$ cat src/verilog/cfg_bank_pkg.sv
package cfg_bank_pkg;
    // ****************************************
    // address map
    // ****************************************
    localparam logic [15:0] base_strap0     = 16'h002e;
    localparam logic [15:0] base_strap1     = 16'h004e;
    localparam logic [7:0]  idx_bank_select = 8'h07;
    localparam logic [7:0]  idx_global_lo   = 8'h20;
    localparam logic [7:0]  idx_global_hi   = 8'h2f;
    localparam logic [7:0]  idx_banked_min  = 8'h30;
    localparam logic [7:0]  idx_activate    = 8'h30;
    localparam logic [7:0]  idx_base0_high  = 8'h60;
    localparam logic [7:0]  idx_base0_low   = 8'h61;
    localparam logic [7:0]  idx_base1_high  = 8'h62;
    localparam logic [7:0]  idx_base1_low   = 8'h63;
    localparam logic [7:0]  idx_irq_select  = 8'h70;
    localparam logic [7:0]  idx_irq_type    = 8'h71;
    localparam logic [7:0]  idx_dma0        = 8'h74;
    localparam logic [7:0]  idx_dma1        = 8'h75;
    localparam int          num_banks       = 11;
    localparam logic [7:0]  bank_max        = 8'h0a;
    localparam int          num_globals     = 16;
    // ****************************************
    // field positions and defaults
    // ****************************************
    localparam int          activate_bit    = 0;
    localparam int          wake_bit        = 4;
    localparam int          polarity_bit    = 1;
    localparam int          type_bit        = 0;
    localparam logic [7:0]  irq_select_mask = 8'h1f;
    localparam logic [7:0]  irq_type_mask   = 8'h03;
    localparam logic [7:0]  activate_mask   = 8'h01;
    localparam logic [7:0]  unimpl_value    = 8'h00;
    localparam logic [7:0]  no_dma_value    = 8'h04;
    localparam logic [7:0]  reset_value     = 8'h00;
    // per-unit: does the type register accept writes (1) or stay fixed
    localparam logic [10:0] irq_type_writable = 11'h7ff;

    // unit numbering in bank order
    typedef enum logic [7:0] {
        floppy_unit, parallel_unit, serial_unit_two_infrared, serial_unit_one,
        wakeup_unit, mouse_unit, keyboard_mouse_unit, gpio_unit,
        two_wire_bus_unit, fan_control_unit, watchdog_unit
    } bank_number_t;

    // one bank of unit settings
    typedef struct packed {
        logic [7:0] activate;
        logic [7:0] base0_high;
        logic [7:0] base0_low;
        logic [7:0] base1_high;
        logic [7:0] base1_low;
        logic [7:0] irq_select;
        logic [7:0] irq_type;
    } bank_regs_t;

    // host i/o cycle
    typedef struct packed {
        logic        wr;
        logic        rd;
        logic [15:0] addr;
        logic [7:0]  wdata;
    } io_req_t;
endpackage

$ cat src/verilog/banked_logical_device_config.sv
module banked_logical_device_config
    import cfg_bank_pkg::*;
(
    // clock and reset
    input  wire logic                  clock_i,
    input  wire logic                  rst_b_i,
    // strap
    input  wire logic                  base_address_strap_i,
    // host i/o port
    input  wire io_req_t               io_req_i,
    output logic [7:0]                 rdata_o,
    output logic                       rvalid_o,
    // unit configuration outputs
    output bank_regs_t [num_banks-1:0] bank_cfg_o,
    output logic [num_globals*8-1:0]   global_cfg_o
);
    // ****************************************
    // strap capture
    // ****************************************
    logic       strap_s1_q, strap_s2_q, strap_q, strap_done_q;
    logic       strap_d, strap_done_d;
    logic       settle_a_q, settle_a_d, settle_b_q, settle_b_d;

    // follow the synchroniser until it holds the pin, then freeze it
    always_comb begin
        settle_a_d   = 1'b1;
        settle_b_d   = settle_a_q;
        strap_d      = strap_done_q ? strap_q : strap_s2_q;
        strap_done_d = settle_b_q;
    end

    always_ff @(posedge clock_i or negedge rst_b_i) begin
        if (!rst_b_i) begin
            strap_s1_q   <= 1'b0;
            strap_s2_q   <= 1'b0;
            strap_q      <= 1'b0;
            strap_done_q <= 1'b0;
            settle_a_q   <= 1'b0;
            settle_b_q   <= 1'b0;
        end else begin
            strap_s1_q   <= base_address_strap_i;
            strap_s2_q   <= strap_s1_q;
            strap_q      <= strap_d;
            strap_done_q <= strap_done_d;
            settle_a_q   <= settle_a_d;
            settle_b_q   <= settle_b_d;
        end
    end

    // ****************************************
    // decode
    // ****************************************
    logic [15:0] base;
    logic        hit_index, hit_data, bank_ok, banked, global_hit;
    logic [7:0]  index_q, index_d, bank_q, bank_d;
    logic [3:0]  bank_sel;

    always_comb begin
        base       = strap_q ? base_strap1 : base_strap0;
        hit_index  = io_req_i.addr == base;
        hit_data   = io_req_i.addr == base + 16'h0001;
        bank_ok    = bank_q <= bank_max;
        bank_sel   = bank_q[3:0];
        banked     = (index_q >= idx_banked_min) && bank_ok;
        global_hit = (index_q >= idx_global_lo) && (index_q <= idx_global_hi);
    end

    // ****************************************
    // index, bank select and globals
    // ****************************************
    logic [num_globals*8-1:0] glob_q, glob_d;

    always_comb begin
        index_d = index_q;
        bank_d  = bank_q;
        glob_d  = glob_q;
        if (io_req_i.wr && hit_index) begin
            index_d = io_req_i.wdata;
        end
        if (io_req_i.wr && hit_data) begin
            if (index_q == idx_bank_select) begin
                bank_d = io_req_i.wdata;
            end
            if (global_hit) begin
                glob_d[index_q[3:0]*8 +: 8] = io_req_i.wdata;
            end
        end
    end

    always_ff @(posedge clock_i or negedge rst_b_i) begin
        if (!rst_b_i) begin
            index_q <= reset_value;
            bank_q  <= reset_value;
            glob_q  <= '0;
        end else begin
            index_q <= index_d;
            bank_q  <= bank_d;
            glob_q  <= glob_d;
        end
    end

    // ****************************************
    // banked registers
    // ****************************************
    bank_regs_t [num_banks-1:0] bank_q_r, bank_d_r;

    always_comb begin
        bank_d_r = bank_q_r;
        if (io_req_i.wr && hit_data && banked) begin
            unique case (index_q)
                idx_activate: begin
                    bank_d_r[bank_sel].activate = io_req_i.wdata & activate_mask;
                end
                idx_base0_high: bank_d_r[bank_sel].base0_high = io_req_i.wdata;
                idx_base0_low:  bank_d_r[bank_sel].base0_low  = io_req_i.wdata;
                idx_base1_high: bank_d_r[bank_sel].base1_high = io_req_i.wdata;
                idx_base1_low:  bank_d_r[bank_sel].base1_low  = io_req_i.wdata;
                idx_irq_select: begin
                    bank_d_r[bank_sel].irq_select = io_req_i.wdata & irq_select_mask;
                end
                idx_irq_type: begin
                    if (irq_type_writable[bank_sel]) begin
                        bank_d_r[bank_sel].irq_type = io_req_i.wdata & irq_type_mask;
                    end
                end
                default: ;
            endcase
        end
    end

    always_ff @(posedge clock_i or negedge rst_b_i) begin
        if (!rst_b_i) begin
            bank_q_r <= '0;
        end else begin
            bank_q_r <= bank_d_r;
        end
    end

    // ****************************************
    // read path
    // ****************************************
    logic [7:0] rdata_d;
    logic       rvalid_d;
    bank_regs_t cur;

    always_comb begin
        cur      = bank_q_r[bank_sel];
        rdata_d  = unimpl_value;
        rvalid_d = io_req_i.rd && (hit_index || hit_data);
        if (hit_index) begin
            rdata_d = index_q;
        end else if (index_q == idx_bank_select) begin
            rdata_d = bank_q;
        end else if (global_hit) begin
            rdata_d = glob_q[index_q[3:0]*8 +: 8];
        end else if (index_q == idx_dma0 || index_q == idx_dma1) begin
            rdata_d = no_dma_value;
        end else if (banked) begin
            unique case (index_q)
                idx_activate:   rdata_d = cur.activate;
                idx_base0_high: rdata_d = cur.base0_high;
                idx_base0_low:  rdata_d = cur.base0_low;
                idx_base1_high: rdata_d = cur.base1_high;
                idx_base1_low:  rdata_d = cur.base1_low;
                idx_irq_select: rdata_d = cur.irq_select;
                idx_irq_type:   rdata_d = cur.irq_type;
                default:        rdata_d = unimpl_value;
            endcase
        end
    end

    always_ff @(posedge clock_i or negedge rst_b_i) begin
        if (!rst_b_i) begin
            rdata_o      <= '0;
            rvalid_o     <= 1'b0;
            bank_cfg_o   <= '0;
            global_cfg_o <= '0;
        end else begin
            rdata_o      <= rdata_d;
            rvalid_o     <= rvalid_d;
            bank_cfg_o   <= bank_d_r;
            global_cfg_o <= glob_d;
        end
    end
endmodule

$ cat config.mk
export PLATFORM = sky130hd
export DESIGN_NAME = banked_logical_device_config
export DESIGN_NICKNAME = d
export VERILOG_FILES = /design/src/verilog/cfg_bank_pkg.sv /design/src/verilog/banked_logical_device_config.sv
export SDC_FILE = /design/constraint.sdc
export NUM_CORES = 2
export LEC_CHECK = 0
export BUFFER_PORTS_ARGS = -buffer_cell sky130_fd_sc_hd__buf_2
export CORE_AREA = 2 2 303 305
export DETAILED_ROUTE_END_ITERATION = 6
export DIE_AREA = 0 0 305 307
export PLACE_DENSITY = 0.59
export SKIP_CTS_REPAIR_TIMING = 1
export SYNTH_ARGS = -nofsm -noshare
export SYNTH_HDL_FRONTEND = slang
export SYNTH_SLANG_ARGS = --single-unit
$ cat constraint.sdc
create_clock -name clock_i -period 2.95 [get_ports clock_i]
set_input_delay 0 -clock clock_i [delete_from_list [all_inputs] [get_ports clock_i]]
set_output_delay 0 -clock clock_i [all_outputs]
set_load 0.005 [all_outputs]
==> results.ini <==
[global_route]
grt_pass1_wl_um=238600
overflow=0
grt_start_max_net_pins=112
grt_pass1_vias=30080
grt_usage_pct=35.71
antenna_found_initial=8

[sta]
slew_headroom_pct=22.22
rsz0062_at_grt=true
finalHoldViolCount=0
min_period_over_period_pct=100.3
min_period_ns=2.959
setup_viol_count_final=1
worst_slew_pin_slew_ns=1.167
finalMaxSlewViolations=0
fin_ws_ns=-0.009075
whs_ns=0.01927
finClkSkew_ns=0.02521
fmax_ghz=0.3379

[floorplan]
start_util_pct=38.32
die_area_um2=93640
die_w_um=305
die_h_um=307
core_um2=90690
rows=111
io_pins=782

[cts]
cts_max_path_buffers=3
clk_pin_slew_ns=0.06
cts_buffers=86
cts-root-buf=clkbuf_16
numClockSinks=775
cts_tree=done
h-tree-depth=3
clk-insertion-delay-late_ns=0.66

[run_status]
status=finished, violations left
violations=negative setup slack

[detailed_routing]
drc=0
totalWireLength_um=172100
wl_met3_um=16010
wl_met1_um=64450
wl_per_cell_um=32.63
ant_nets=0
drtIter0Drc=3608
vias=31480
dr_wl_met2_um=81450
routed.top_layer=met5
dr.pass1.iters=5
vias_per_cell=5.966

[placed_design]
hpwl_um=129900
dp.cells=5078
numPortBuffers=781
place_congestion=0.9732
dp_slack_ns=-0.3408

[yosys]
ys_warn_count=0
synth_common_cells=dfrtp_1, nand2_1, a22o_1, o21ai_0, and2_1
synth.distinct_cells=75
ys.flop_type=dfrtp_1
yosysMostFrequentCell=dfrtp_1
synthArstFlopShare_pct=100.0
synth_edf_count=0
netlist_top_cells_area=dfrtp_1, mux4_2, a22o_1
ys_seq_area_share_pct=55.80
netlist_area_um2=34750
syn_avg_cell_area_um2=11.62
yosysTopAreaCell=dfrtp_1
synth.net_count=3026
synth-seq-cells=775
synth_top_cell_area_share_pct=55.80
synthCells=2991

[cells_and_area]
area_growth_pct=31.99
final-instance-count-excl-fill=5276
num_antenna_cells=0
nFillCells=8313
postLayoutCoreUtil_pct=50.58
nets=4052
layout-drive-gt1-share_pct=37.60

[power_and_ir_drop]
p_leak_uw=0.02335
total_power_uw=22310
ir_drop_mv=0.4161
pwr_density_cell_nw_per_um2=486.4

[worst_setup_path]
r2r_cells=5
slowest_stage=nor2_2
start_kind=flip-flop
worstPathRequired_ns=3.55
slowest_delay_ns=0.69
path_cells=nor2_2, buf_4, nand2_1, nor2_1, a22o_1
crit_type=flip-flop to flip-flop
crit_fanout=11
end_kind=flip-flop
worst_ep_arrival_time_ns=3.56

[job]
cap_viol_max_count=0

[min_path]
min_path_type=primary input to flip-flop
hold_path_depth=3

worst max-delay path, delay by kind of cell (launching register included):
kind,cells,cell delay [ns]
flip-flops,1,0.63
AO/OA/AOI/OAI,1,0.20
AND/OR/NAND/NOR,3,1.77
buffers and inverters,1,0.29
registers in the layout (all words and copies together), names as in the netlist:
name / cells
rvalid_o: 1
strap_done_q: 1
strap_s1_q: 1
bank_cfg_o: 616
settle_b_q: 1
index_q: 8
settle_a_q: 1
global_cfg_o: 128
rdata_o: 8
bank_q: 8
strap_q: 1
strap_s2_q: 1
final cells by class:
type | count | area [µm²] | area share (%)
sequential | 775 | 19400 | 42.30
multi-input combinational | 2005 | 14760 | 32.17
timing repair buffer | 1139 | 7247 | 15.80
clock buffer | 125 | 2529 | 5.512
tap | 1186 | 1484 | 3.235
clock inverter | 36 | 414.1 | 0.9028
inverter | 10 | 37.54 | 0.08183
per-layer routing:
| metal | vias to the layer above | track usage (%) |
|---|---|---|
| li1 | 12960 | - |
| met4 | 12 | 17.40 |
| met5 | - | 0 |
| met3 | 426 | 9.531 |
| met1 | 16270 | 44.10 |
| met2 | 1811 | 58.17 |
logic make-up after synthesis:
| logic type | share of synthesized area [%] |
|---|---|
| multiplexers | 12.36 |
| AO/OA/AOI/OAI | 15.95 |
| AND/OR/NAND/NOR | 13.06 |
| buffers and inverters | 2.574 |
| flip-flops | 55.80 |
| XOR/XNOR | 0.02521 |
| adder cells (fa/ha/maj) | 0.2160 |
| other | 0.01079 |
cells in the final DEF, fill, tap and decap left out, types with 6 or more instances in the layout:
cell	synthesis	final
o21ai_0	221	214
clkbuf_1	129	16
nor4_1	10	7
a31oi_1	7	7
buf_4	5	303
dfrtp_1	775	771
nor2_2	9	15
o31ai_1	9	9
a2bb2oi_1	9	9
a21o_1	6	6
nor3_1	22	18
buf_12	1	36
o211ai_1	6	6
a21oi_1	49	47
inv_1	9	8
a22o_1	318	318
o211ai_4	0	8
nor2b_1	24	22
a22oi_1	29	25
clkinv_2	0	20
and2_1	165	164
mux4_2	148	148
o21ai_2	12	19
buf_2	42	779
mux2i_1	67	67
nand2_1	544	541
nand3_1	52	50
clkbuf_8	0	23
o21ai_1	25	25
nor2_1	113	107
o2bb2ai_1	6	6
a221oi_1	7	6
clkbuf_16	0	89
dlygate4sd3_1	0	11
mux2_2	26	26
and3_1	14	12
o22ai_1	16	16
worst paths after layout:
check	from	endpoint	slack [ns]
setup reg to reg	bank_q[3]$_DFFE_PN0P_	bank_cfg_o[288]$_DFFE_PN0P_	-0.009
min in group asynchronous	rst_b_i	bank_cfg_o[109]$_DFFE_PN0P_	0.12
max in group asynchronous	rst_b_i	global_cfg_o[78]$_DFFE_PN0P_	2.13
setup / recovery	bank_q[3]$_DFFE_PN0P_	bank_cfg_o[288]$_DFFE_PN0P_	-0.009
hold reg to reg	settle_a_q$_DFF_PN0_	settle_b_q$_DFF_PN0_	0.35
hold / removal	io_req_i[7]	bank_cfg_o[31]$_DFFE_PN0P_	0.02
per-stage QoR:
step	area, µm²	TNS, ns
global route	45870	-0.2289
global placement	42280	-0.9018
finish	45870	-0.009075
CTS	45220	-1.157
detailed placement	42280	-0.9523
floorplan	34760	0
power breakdown:
| part | leakage (µW) | total [µW] | internal [µW] | switching (µW) |
|---|---|---|---|---|
| sequential | 0.0108 | 10600 | 10600 | 1.83 |
| clock | 0.00146 | 11200 | 6380 | 4790 |
| combinational | 0.0111 | 507 | 79.3 | 427 |
| total | 0.0234 | 22300 | 17100 | 5220 |
No activity file was read; power rests on OpenSTA's default activity.
